[config.mk]
export PLATFORM = sky130hd
export DESIGN_NAME = bds_security_ctrl
export DESIGN_NICKNAME = d
export VERILOG_FILES = /design/src/shared/bds_pkg.sv /design/src/logic/bds_stream_fifo.sv /design/src/logic/bds_block_unscramble.sv /design/src/logic/bds_security_ctrl.sv
export SDC_FILE = /design/constraint.sdc
export NUM_CORES = 2
export LEC_CHECK = 0
export BUFFER_PORTS_ARGS = -buffer_cell sky130_fd_sc_hd__buf_4
export CORE_MARGIN = 3
export CORE_UTILIZATION = 45
export DETAILED_ROUTE_END_ITERATION = 8
export GPL_TIMING_DRIVEN = 1
export HOLD_SLACK_MARGIN = 0.05
export SYNTH_ARGS = -nofsm -noshare
export SYNTH_HDL_FRONTEND = slang
export SYNTH_SLANG_ARGS = --single-unit
[constraint.sdc]
create_clock -name ref_clk -period 11 [get_ports ref_clk]
set_clock_uncertainty 0.2 [all_clocks]
set_input_delay 1.1 -clock ref_clk [delete_from_list [all_inputs] [get_ports ref_clk]]
set_output_delay 1.1 -clock ref_clk [all_outputs]
set_load 0.02 [all_outputs]
[src/shared/bds_pkg.sv]
/*
 * Shared constants, enumerations and carrier structs of the bitstream
 * decryption and security block.
 * Assumes one configuration clock domain and a synchronous program-pin reset.
 */
package bds_pkg;

	// ---------------------------------------------------------------
	// sizes and counts
	// ---------------------------------------------------------------
	localparam int BDS_KEY_BITS = 256;
	localparam int BDS_BLOCK_BITS = 128;
	localparam int BDS_WORD_BITS = 32;
	localparam int BDS_KEY_WORDS = BDS_KEY_BITS / BDS_WORD_BITS;
	localparam int BDS_BLK_WORDS = BDS_BLOCK_BITS / BDS_WORD_BITS;
	localparam int BDS_FIFO_DEPTH = 32;
	localparam int BDS_ROUNDS = 14;
	localparam logic [2:0] BDS_KEY_LAST_IDX = 3'h7;
	localparam logic [2:0] BDS_BLK_LAST_IDX = 3'h3;
	localparam logic [2:0] BDS_IDX_ZERO = 3'h0;

	// ---------------------------------------------------------------
	// enumerations
	// ---------------------------------------------------------------
	typedef enum logic [1:0] {
		BDS_PORT_SERIAL,
		BDS_PORT_JTAG,
		BDS_PORT_PARALLEL,
		BDS_PORT_INTERNAL
	} bds_port_t;

	typedef enum logic [1:0] {
		BDS_WIDTH_X1,
		BDS_WIDTH_X8,
		BDS_WIDTH_X16,
		BDS_WIDTH_X32
	} bds_width_t;

	typedef enum logic [2:0] {
		BDS_ST_IDLE,
		BDS_ST_LOAD,
		BDS_ST_DONE,
		BDS_ST_FAIL
	} bds_state_t;

	// ---------------------------------------------------------------
	// carriers
	// ---------------------------------------------------------------
	typedef struct packed {
		bds_port_t port;
		bds_width_t width;
		logic encrypted;
		logic partial;
		logic [BDS_WORD_BITS-1:0] key_tag;
	} bds_cfg_hdr_t;

	typedef struct packed {
		bds_state_t st;
		logic done;
		logic err;
		logic enc_cfg;
		logic key_acc;
		logic [2:0] wcnt;
		logic wait_ciph;
		logic go;
		logic [BDS_BLOCK_BITS-1:0] blk;
		logic unpack;
		logic [2:0] owords;
		logic [BDS_BLOCK_BITS-1:0] oblk;
		logic last_pend;
		logic cfg_ready;
		logic rb_grant;
		logic rb_deny;
		logic refused;
		logic init_oe;
	} bds_top_state_t;

	typedef struct packed {
		logic [BDS_KEY_BITS-1:0] key;
		logic [2:0] idx;
		logic valid;
	} bds_keymem_t;

endpackage

[src/logic/bds_stream_fifo.sv]
/*
 * Synchronous FIFO with a registered output word, valid and ready on both sides.
 * Assumes DEPTH is a power of two so that the pointers wrap on their own.
 */
module bds_stream_fifo #(
	parameter int W = 32,
	parameter int DEPTH = 32
) (
	input wire logic ref_clk,
	input wire logic reset,
	input wire logic in_valid,
	output logic in_ready,
	input wire logic [W-1:0] in_data,
	output logic out_valid,
	input wire logic out_ready,
	output logic [W-1:0] out_data
);
	localparam int AW = $clog2(DEPTH);
	localparam logic [AW:0] FULL_CNT = (AW+1)'(DEPTH);

	typedef struct packed {
		logic [AW-1:0] wr;
		logic [AW-1:0] rd;
		logic [AW:0] cnt;
		logic ov;
		logic [W-1:0] od;
	} bds_fifo_state_t;

	bds_fifo_state_t cur_ff;
	bds_fifo_state_t nxt_cur;
	logic [W-1:0] mem [DEPTH];
	logic push;
	logic load;

	assign in_ready = cur_ff.cnt != FULL_CNT;
	assign out_valid = cur_ff.ov;
	assign out_data = cur_ff.od;
	assign push = in_valid && in_ready;
	// the output register refills from memory whenever a word is stored and it is empty or being taken
	assign load = (cur_ff.cnt != '0) && (!cur_ff.ov || out_ready);

	always_comb
	begin
		nxt_cur = cur_ff;
		if (push)
		begin
			nxt_cur.wr = cur_ff.wr + 1'b1;
		end
		if (load)
		begin
			nxt_cur.od = mem[cur_ff.rd];
			nxt_cur.ov = 1'b1;
			nxt_cur.rd = cur_ff.rd + 1'b1;
		end
		else if (out_ready)
		begin
			nxt_cur.ov = 1'b0;
		end
		case ({push, load})
			2'b10: nxt_cur.cnt = cur_ff.cnt + 1'b1;
			2'b01: nxt_cur.cnt = cur_ff.cnt - 1'b1;
			default: nxt_cur.cnt = cur_ff.cnt;
		endcase
	end

	always_ff @(posedge ref_clk)
	begin
		if (reset)
		begin
			cur_ff <= '0;
		end
		else
		begin
			cur_ff <= nxt_cur;
		end
	end

	always_ff @(posedge ref_clk)
	begin
		if (push)
		begin
			mem[cur_ff.wr] <= in_data;
		end
	end

endmodule

[src/logic/bds_block_unscramble.sv]
/*
 * Iterative keyed block transform, one 128-bit block in flight at a time.
 * Assumes start is a one-cycle pulse given only while the core is idle.
 */
module bds_block_unscramble #(
	parameter int ROUNDS = bds_pkg::BDS_ROUNDS
) (
	input wire logic ref_clk,
	input wire logic reset,
	input wire logic start,
	input wire logic [bds_pkg::BDS_BLOCK_BITS-1:0] in_blk,
	input wire logic [bds_pkg::BDS_KEY_BITS-1:0] key,
	output logic done,
	output logic [bds_pkg::BDS_BLOCK_BITS-1:0] out_blk
);
	localparam int RW = $clog2(ROUNDS + 1);
	localparam logic [RW-1:0] LAST_RND = RW'(ROUNDS - 1);

	typedef struct packed {
		logic busy;
		logic [RW-1:0] rnd;
		logic done;
		logic [bds_pkg::BDS_BLOCK_BITS-1:0] x;
	} bds_ciph_state_t;

	bds_ciph_state_t cur_ff;
	bds_ciph_state_t nxt_cur;
	logic [bds_pkg::BDS_BLOCK_BITS-1:0] rkey;

	assign done = cur_ff.done;
	assign out_blk = cur_ff.x;
	// the two key halves alternate so each pair of rounds sees the full 256 bits
	assign rkey = cur_ff.rnd[0] ? key[bds_pkg::BDS_KEY_BITS-1:bds_pkg::BDS_BLOCK_BITS]
		: key[bds_pkg::BDS_BLOCK_BITS-1:0];

	always_comb
	begin
		nxt_cur = cur_ff;
		nxt_cur.done = 1'b0;
		if (!cur_ff.busy)
		begin
			if (start)
			begin
				nxt_cur.busy = 1'b1;
				nxt_cur.rnd = '0;
				nxt_cur.x = in_blk;
			end
		end
		else
		begin
			nxt_cur.x = {cur_ff.x[6:0], cur_ff.x[127:7]} ^ rkey ^ 128'(cur_ff.rnd);
			nxt_cur.rnd = cur_ff.rnd + 1'b1;
			if (cur_ff.rnd == LAST_RND)
			begin
				nxt_cur.busy = 1'b0;
				nxt_cur.done = 1'b1;
			end
		end
	end

	always_ff @(posedge ref_clk)
	begin
		if (reset)
		begin
			cur_ff <= '0;
		end
		else
		begin
			cur_ff <= nxt_cur;
		end
	end

endmodule

[src/logic/bds_security_ctrl.sv]
/*
 * Bitstream decryption and configuration security control: key memory,
 * key-access mode, stream acceptance checks, block decryption, readback gating.
 * Assumes all inputs come from configuration logic on ref_clk; reset is the
 * program pin, already synchronised.
 */
module bds_security_ctrl #(
	parameter int FIFO_DEPTH = bds_pkg::BDS_FIFO_DEPTH,
	parameter int ROUNDS = bds_pkg::BDS_ROUNDS
) (
	input wire logic ref_clk,
	input wire logic reset,
	input wire logic key_load_instruction,
	input wire logic key_access_exit,
	input wire logic key_wr_valid,
	input wire bds_pkg::bds_port_t key_wr_port,
	input wire logic [bds_pkg::BDS_WORD_BITS-1:0] key_wr_data,
	input wire logic cfg_start,
	input wire bds_pkg::bds_cfg_hdr_t cfg_hdr,
	input wire logic cfg_valid,
	input wire logic [bds_pkg::BDS_WORD_BITS-1:0] cfg_data,
	input wire logic cfg_last,
	output logic cfg_ready,
	output logic m_valid,
	input wire logic m_ready,
	output logic [bds_pkg::BDS_WORD_BITS-1:0] m_data,
	input wire logic rb_req,
	input wire bds_pkg::bds_port_t rb_port,
	input wire logic rb_security_allow,
	output logic rb_grant,
	output logic rb_deny,
	input wire logic jtag_full_reprogram_instruction,
	input wire logic internal_reprogram_command,
	input wire logic fallback_request,
	output logic reconfig_refused,
	output logic done,
	output logic init_err_out,
	output logic init_err_oe
);
	// ---------------------------------------------------------------
	// state
	// ---------------------------------------------------------------
	bds_pkg::bds_top_state_t cur_ff;
	bds_pkg::bds_top_state_t nxt_cur;
	bds_pkg::bds_keymem_t key_ff;
	bds_pkg::bds_keymem_t nxt_key;
	logic ciph_done;
	logic [bds_pkg::BDS_BLOCK_BITS-1:0] ciph_out;
	logic fifo_in_ready;
	logic take_word;
	logic hdr_bad;
	logic width_bad;
	logic port_bad;
	logic tag_match;
	logic restart;

	function automatic logic [bds_pkg::BDS_WORD_BITS-1:0] key_fold(
		input logic [bds_pkg::BDS_KEY_BITS-1:0] k
	);
		logic [bds_pkg::BDS_WORD_BITS-1:0] acc;
		acc = '0;
		for (int i = 0; i < bds_pkg::BDS_KEY_WORDS; i++)
		begin
			acc = acc ^ k[i*bds_pkg::BDS_WORD_BITS +: bds_pkg::BDS_WORD_BITS];
		end
		return acc;
	endfunction

	// only a one-way fold of the key is matched to the header tag; the full key feeds only the block transform
	assign tag_match = key_ff.valid && (key_fold(key_ff.key) == cfg_hdr.key_tag);
	assign width_bad = (cfg_hdr.width == bds_pkg::BDS_WIDTH_X16) || (cfg_hdr.width == bds_pkg::BDS_WIDTH_X32);
	// the internal port may read back, but it never carries an encrypted load
	assign port_bad = cfg_hdr.port == bds_pkg::BDS_PORT_INTERNAL;
	assign hdr_bad = cfg_hdr.encrypted && (width_bad || cfg_hdr.partial || port_bad);
	assign take_word = cfg_valid && cur_ff.cfg_ready;
	assign restart = internal_reprogram_command || fallback_request;

	// ---------------------------------------------------------------
	// key memory: kept across program-pin reset
	// ---------------------------------------------------------------
	always_comb
	begin
		nxt_key = key_ff;
		// clearing also drops key valid, which reopens the write window
		if (key_load_instruction)
		begin
			nxt_key = '0;
		end
		// writes only inside key-access mode and only from JTAG
		else if (cur_ff.key_acc && key_wr_valid && (key_wr_port == bds_pkg::BDS_PORT_JTAG)
			&& !key_ff.valid)
		begin
			nxt_key.key = {key_ff.key[bds_pkg::BDS_KEY_BITS-bds_pkg::BDS_WORD_BITS-1:0], key_wr_data};
			nxt_key.idx = key_ff.idx + 1'b1;
			if (key_ff.idx == bds_pkg::BDS_KEY_LAST_IDX)
			begin
				nxt_key.valid = 1'b1;
			end
		end
	end

	// no reset term: the key survives program pin and reprogramming
	always_ff @(posedge ref_clk)
	begin
		key_ff <= nxt_key;
	end

	// ---------------------------------------------------------------
	// configuration control
	// ---------------------------------------------------------------
	always_comb
	begin
		nxt_cur = cur_ff;
		nxt_cur.go = 1'b0;
		nxt_cur.rb_grant = 1'b0;
		nxt_cur.rb_deny = 1'b0;
		nxt_cur.refused = 1'b0;

		case (cur_ff.st)
			bds_pkg::BDS_ST_IDLE:
			begin
				// a start during key-access mode is dropped: the key may be incomplete
				if (cfg_start && !cur_ff.key_acc)
				begin
					nxt_cur.enc_cfg = cfg_hdr.encrypted;
					nxt_cur.wcnt = bds_pkg::BDS_IDX_ZERO;
					nxt_cur.last_pend = 1'b0;
					if (hdr_bad || (cfg_hdr.encrypted && !tag_match))
					begin
						nxt_cur.st = bds_pkg::BDS_ST_FAIL;
						nxt_cur.err = 1'b1;
					end
					else
					begin
						nxt_cur.st = bds_pkg::BDS_ST_LOAD;
					end
				end
			end
			bds_pkg::BDS_ST_LOAD:
			begin
				if (take_word)
				begin
					nxt_cur.last_pend = cfg_last;
					if (cur_ff.enc_cfg)
					begin
						// gather one block before the decryptor may start
						nxt_cur.blk = {cur_ff.blk[95:0], cfg_data};
						nxt_cur.wcnt = cur_ff.wcnt + 1'b1;
						if (cur_ff.wcnt == bds_pkg::BDS_BLK_LAST_IDX)
						begin
							nxt_cur.go = 1'b1;
							nxt_cur.wait_ciph = 1'b1;
							nxt_cur.wcnt = bds_pkg::BDS_IDX_ZERO;
						end
						else if (cfg_last)
						begin
							// a partial last block cannot be decrypted
							nxt_cur.st = bds_pkg::BDS_ST_FAIL;
							nxt_cur.err = 1'b1;
						end
					end
					else
					begin
						nxt_cur.oblk = {cfg_data, 96'h0};
						nxt_cur.owords = 3'h1;
						nxt_cur.unpack = 1'b1;
					end
				end
				// reprogram requests are refused while an encrypted stream loads
				if (restart && cur_ff.enc_cfg)
				begin
					nxt_cur.refused = 1'b1;
				end
				// the transform result waits in the unpacker until the FIFO takes it
				if (ciph_done)
				begin
					nxt_cur.oblk = ciph_out;
					nxt_cur.owords = 3'h4;
					nxt_cur.unpack = 1'b1;
					nxt_cur.wait_ciph = 1'b0;
				end
				if (cur_ff.unpack && fifo_in_ready)
				begin
					nxt_cur.oblk = {cur_ff.oblk[95:0], 32'h0};
					nxt_cur.owords = cur_ff.owords - 1'b1;
					if (cur_ff.owords == 3'h1)
					begin
						nxt_cur.unpack = 1'b0;
						if (cur_ff.last_pend)
						begin
							nxt_cur.st = bds_pkg::BDS_ST_DONE;
							nxt_cur.done = 1'b1;
						end
					end
				end
			end
			bds_pkg::BDS_ST_DONE:
			begin
				// an encrypted load pins the device here until reset, full reprogram or key load
				if ((cfg_start || restart) && cur_ff.enc_cfg)
				begin
					nxt_cur.refused = 1'b1;
				end
				else if (cfg_start || restart)
				begin
					nxt_cur.st = bds_pkg::BDS_ST_IDLE;
					nxt_cur.done = 1'b0;
				end
				if (rb_req)
				begin
					if (rb_port == bds_pkg::BDS_PORT_INTERNAL)
					begin
						nxt_cur.rb_grant = 1'b1;
					end
					else if ((rb_port == bds_pkg::BDS_PORT_JTAG || rb_port == bds_pkg::BDS_PORT_PARALLEL)
						&& !cur_ff.enc_cfg && rb_security_allow)
					begin
						nxt_cur.rb_grant = 1'b1;
					end
					else
					begin
						nxt_cur.rb_deny = 1'b1;
					end
				end
			end
			bds_pkg::BDS_ST_FAIL:
			begin
				// stays failed: only reset, full reprogram or key load leave this state
				if (cfg_start || restart)
				begin
					nxt_cur.refused = 1'b1;
				end
			end
			default:
			begin
				nxt_cur.st = bds_pkg::BDS_ST_IDLE;
			end
		endcase

		if (rb_req && (cur_ff.st != bds_pkg::BDS_ST_DONE))
		begin
			nxt_cur.rb_deny = 1'b1;
		end

		if (key_access_exit)
		begin
			nxt_cur.key_acc = 1'b0;
		end

		// full reprogram clears configuration but leaves key memory alone
		if (jtag_full_reprogram_instruction)
		begin
			nxt_cur = '0;
		end

		// key load wins over every other event of the same cycle except a program-pin reset
		if (key_load_instruction)
		begin
			nxt_cur = '0;
			nxt_cur.key_acc = 1'b1;
		end

		// worked out from the next state so both leave a flop without a cycle of lag
		nxt_cur.init_oe = nxt_cur.err;
		nxt_cur.cfg_ready = (nxt_cur.st == bds_pkg::BDS_ST_LOAD) && !nxt_cur.unpack
			&& !nxt_cur.wait_ciph && !nxt_cur.last_pend;
	end

	always_ff @(posedge ref_clk)
	begin
		if (reset)
		begin
			cur_ff <= '0;
		end
		else
		begin
			cur_ff <= nxt_cur;
		end
	end

	// ---------------------------------------------------------------
	// datapath
	// ---------------------------------------------------------------
	// fed only from gathered stream words, never from user logic
	bds_block_unscramble #(
		.ROUNDS(ROUNDS)
	) u_ciph (
		.ref_clk(ref_clk),
		.reset(reset),
		.start(cur_ff.go),
		.in_blk(cur_ff.blk),
		.key(key_ff.key),
		.done(ciph_done),
		.out_blk(ciph_out)
	);

	// the unpacker stalls on a full FIFO, which in turn drops cfg_ready
	bds_stream_fifo #(
		.W(bds_pkg::BDS_WORD_BITS),
		.DEPTH(FIFO_DEPTH)
	) u_fifo (
		.ref_clk(ref_clk),
		.reset(reset),
		.in_valid(cur_ff.unpack),
		.in_ready(fifo_in_ready),
		.in_data(cur_ff.oblk[127:96]),
		.out_valid(m_valid),
		.out_ready(m_ready),
		.out_data(m_data)
	);

	// ---------------------------------------------------------------
	// outputs
	// ---------------------------------------------------------------
	assign cfg_ready = cur_ff.cfg_ready;
	assign rb_grant = cur_ff.rb_grant;
	assign rb_deny = cur_ff.rb_deny;
	assign reconfig_refused = cur_ff.refused;
	assign done = cur_ff.done;
	// open-drain: data stays low, the enable alone decides whether the pin is pulled
	assign init_err_out = 1'b0;
	assign init_err_oe = cur_ff.init_oe;

endmodule

==> results.yml <==
synth:
  async_flop_share_pct: 0
  synthFlopType: "edfxtp_1"
  synth_xor_area_share_pct: 5.17
  synth_area_sq_um: 71800
  synth-seq-cells: 1744
  synth_area_leaders: "edfxtp_1, dfxtp_1, mux4_2"
  synth_edf_count: 1024
  syn_inst: 5387
  synth_commonest_cells: "edfxtp_1, nand2_1, dfxtp_1, a21oi_1, a211oi_1"
  synth_top_family_by_area: "multiplexers"
  yosys.area_share.adder_pct: 0.342
  synth_top_area_share_pct: 42.9
  synth_compound_area_share_pct: 7.97
  ys_warn_count: 0
  synthDistinctLibCells: 60
  synth_largest_area_cell: "edfxtp_1"
  synth_most_common_cell: "edfxtp_1"
  synth_mux_area_share_pct: 12.3
  seq_area_frac_synth_pct: 62.9
  synth.avg_cell_area_sq_um: 13.3
  yosys.area_share.simple_pct: 8.51
global_routing:
  grt_max_degree: 201
  grt_pass1_wl_mm: 278
  antenna_found_initial: 20
  grt_use_total_pct: 22.8
  first_global_vias: 40930
  overflow: 0
critical_path:
  required_ns: 11.44
  cp-start-kind: "flop"
  reg2reg_from: "u_fifo.cur_ff[40]"
  path_delay_family: "buffers and inverters"
  startpoint: "u_fifo.cur_ff[40]"
  worstPathArrival_ns: 4.81
  path_buf_inv: 2
  crit_chain: "buf_4, buf_4, mux4_2, mux4_2, mux2i_1, a211oi_1"
  critPathKind: "flop to flop"
  max_stage_delay_ns: 0.90
  critical_path.endpoint_type: "flop"
  critPathSlowestCell: "dfxtp_4"
  cp_max_fo: 56
final_layout:
  syn_to_final_growth_pct: 12.2
  fin_nets: 5518
  layout-drive-gt1-share_pct: 16.1
  finish.utilization_pct: 51.2
  instances_no_fill: 7595
placement:
  place_inst: 7253
  port_buffers: 157
  dp_hpwl_mm: 115
  gp_congestion: 0.814
worst_hold_path:
  hold_path_class: "flop to flop"
  holdCritStartpoint: "cur_ff[270]"
detailed_routing:
  postRouteAntennaNets: 0
  viasPerCell: 5.66
  drcViolationCount: 0
  dr.first_iter.drc_count: 4061
  wirelength_mm: 188
  vias: 43000
  drtPass1Iterations: 7
  wl_per_cell_microns: 24.8
timing:
  worstMarginPinSlew_ns: 1.19
  finalCritPeriodShare_pct: 39.7
  rsz0062_at_grt: "false"
  period_needed_ns: 4.37
  fin_tns_setup_ns: 0
  slew_headroom_pct: 20.7
  setup_violations: 0
  slew_violations: 0
  finalHoldViolations: 0
  max_clock_freq_mhz: 229
clocking:
  ctsRootBufferMaster: "clkbuf_16"
  htreeDepth: 4
  path_clk_slew_ns: 0.06
  clk-insertion-delay-late_ns: 0.79
  cts_hold_buf: 0
  tritoncts: "done"
  cts_made_buffers: 182
  clock_path_buffers: 3
  post_cts_buffers: 0
  cts_sinks: 1744
  cts_resized: 0
floorplan:
  coreArea_sq_um: 157000
  io_pins: 160
  start_util_pct: 45.6
  die_y_microns: 405
  dieWidth_microns: 405
  rows: 145
  dieArea_sq_um: 164000
power_and_ir_drop:
  p_leak_nw: 23.3
  irDropWorstVdd_mv: 0.158
  power_density_nw_per_um2: 162
  power_w: 0.0131
flow_run:
  max_cap_viol_count: 0
run_status:
  status: "finished, final reports clean"
## cell usage in the layout, fill, tap and decap left out, types with 64 or more instances in the layout
cell and instances:
buf_4 229, dfxtp_1 711, mux4_2 320, clkbuf_16 185, xnor2_1 152, a21oi_1 445
a211oi_1 325, a311oi_1 64, edfxtp_1 1024, nand2_1 890, nor2_1 173, mux2i_1 161
nor2b_1 133, nand3_1 107, xor2_1 192
## area by class of cell
class | instances | area [sq um]
timing repair buffer | 236 | 1840
clock buffer | 271 | 5250
antenna | 8 | 20.0
clock inverter | 63 | 647
tap | 2058 | 2570
fill | 13341 | 76800
sequential | 1744 | 45200
multi-input combinational | 3201 | 24900
inverter | 14 | 53.8
## cells by family (layout without fill, tap and decap cells)
logic type,Yosys count,count (layout)
AO/OA/AOI/OAI,894,894
XOR/XNOR,375,375
adder cells (fa/ha/maj),19,19
buffers and inverters,443,584
flip-flops,1744,1744
multiplexers,481,481
other,1,10
AND/OR/NAND/NOR,1430,1430
## path summary, 6_finish.rpt
kind                              end  slack, ns  depth (start not counted)
hold / removal            cur_ff[270]       0.23                          2
hold reg to reg           cur_ff[270]       0.23                          2
setup / recovery  u_fifo.out_data[17]       6.63                          6
setup reg to reg  u_fifo.out_data[17]       6.63                          6
## stage by stage
stage	hold WS, ns	cell area, sq um	setup WS, ns
finish	0.233	80500	6.63
global route	0.263	80500	6.31
CTS	0.238	80500	6.50
detailed placement	0.230	74600	6.53
global placement	0.221	74600	6.48
floorplan	0.211	71800	7.32
## state kept, by name, summed over array words and instances, names as in the netlist
name / count
cfg_ready: 1
cur_ff: 271
done: 1
init_err_oe: 1
key_ff: 260
rb_deny: 1
rb_grant: 1
reconfig_refused: 1
u_ciph.cur_ff: 5
u_ciph.done: 1
u_ciph.out_blk: 128
u_fifo.cur_ff: 16
u_fifo.mem: 1024
u_fifo.out_data: 32
u_fifo.out_valid: 1
## layer usage
metal / global-route usage [%] / vias up / wire (microns)
li1: - / 19890 / -
met1: 31.7 / 21695 / 81400
met3: 4.12 / 254 / 11100
met2: 37.2 / 1153 / 91200
met4: 5.89 / 8 / 4340
met5: 0 / - / 56
## tightest hold or removal path: stages (launching register included)
cell and delay [ns]:
dfxtp_1 0.30, nand2_1 0.05, a211oi_1 0.04
## power by group
part | switching, W | internal [W]
clock | 0.00256 | 0.00346
combinational | 0.000131 | 0.0000837
sequential | 0.00000762 | 0.00684
Power figures use the tool's default switching activity.
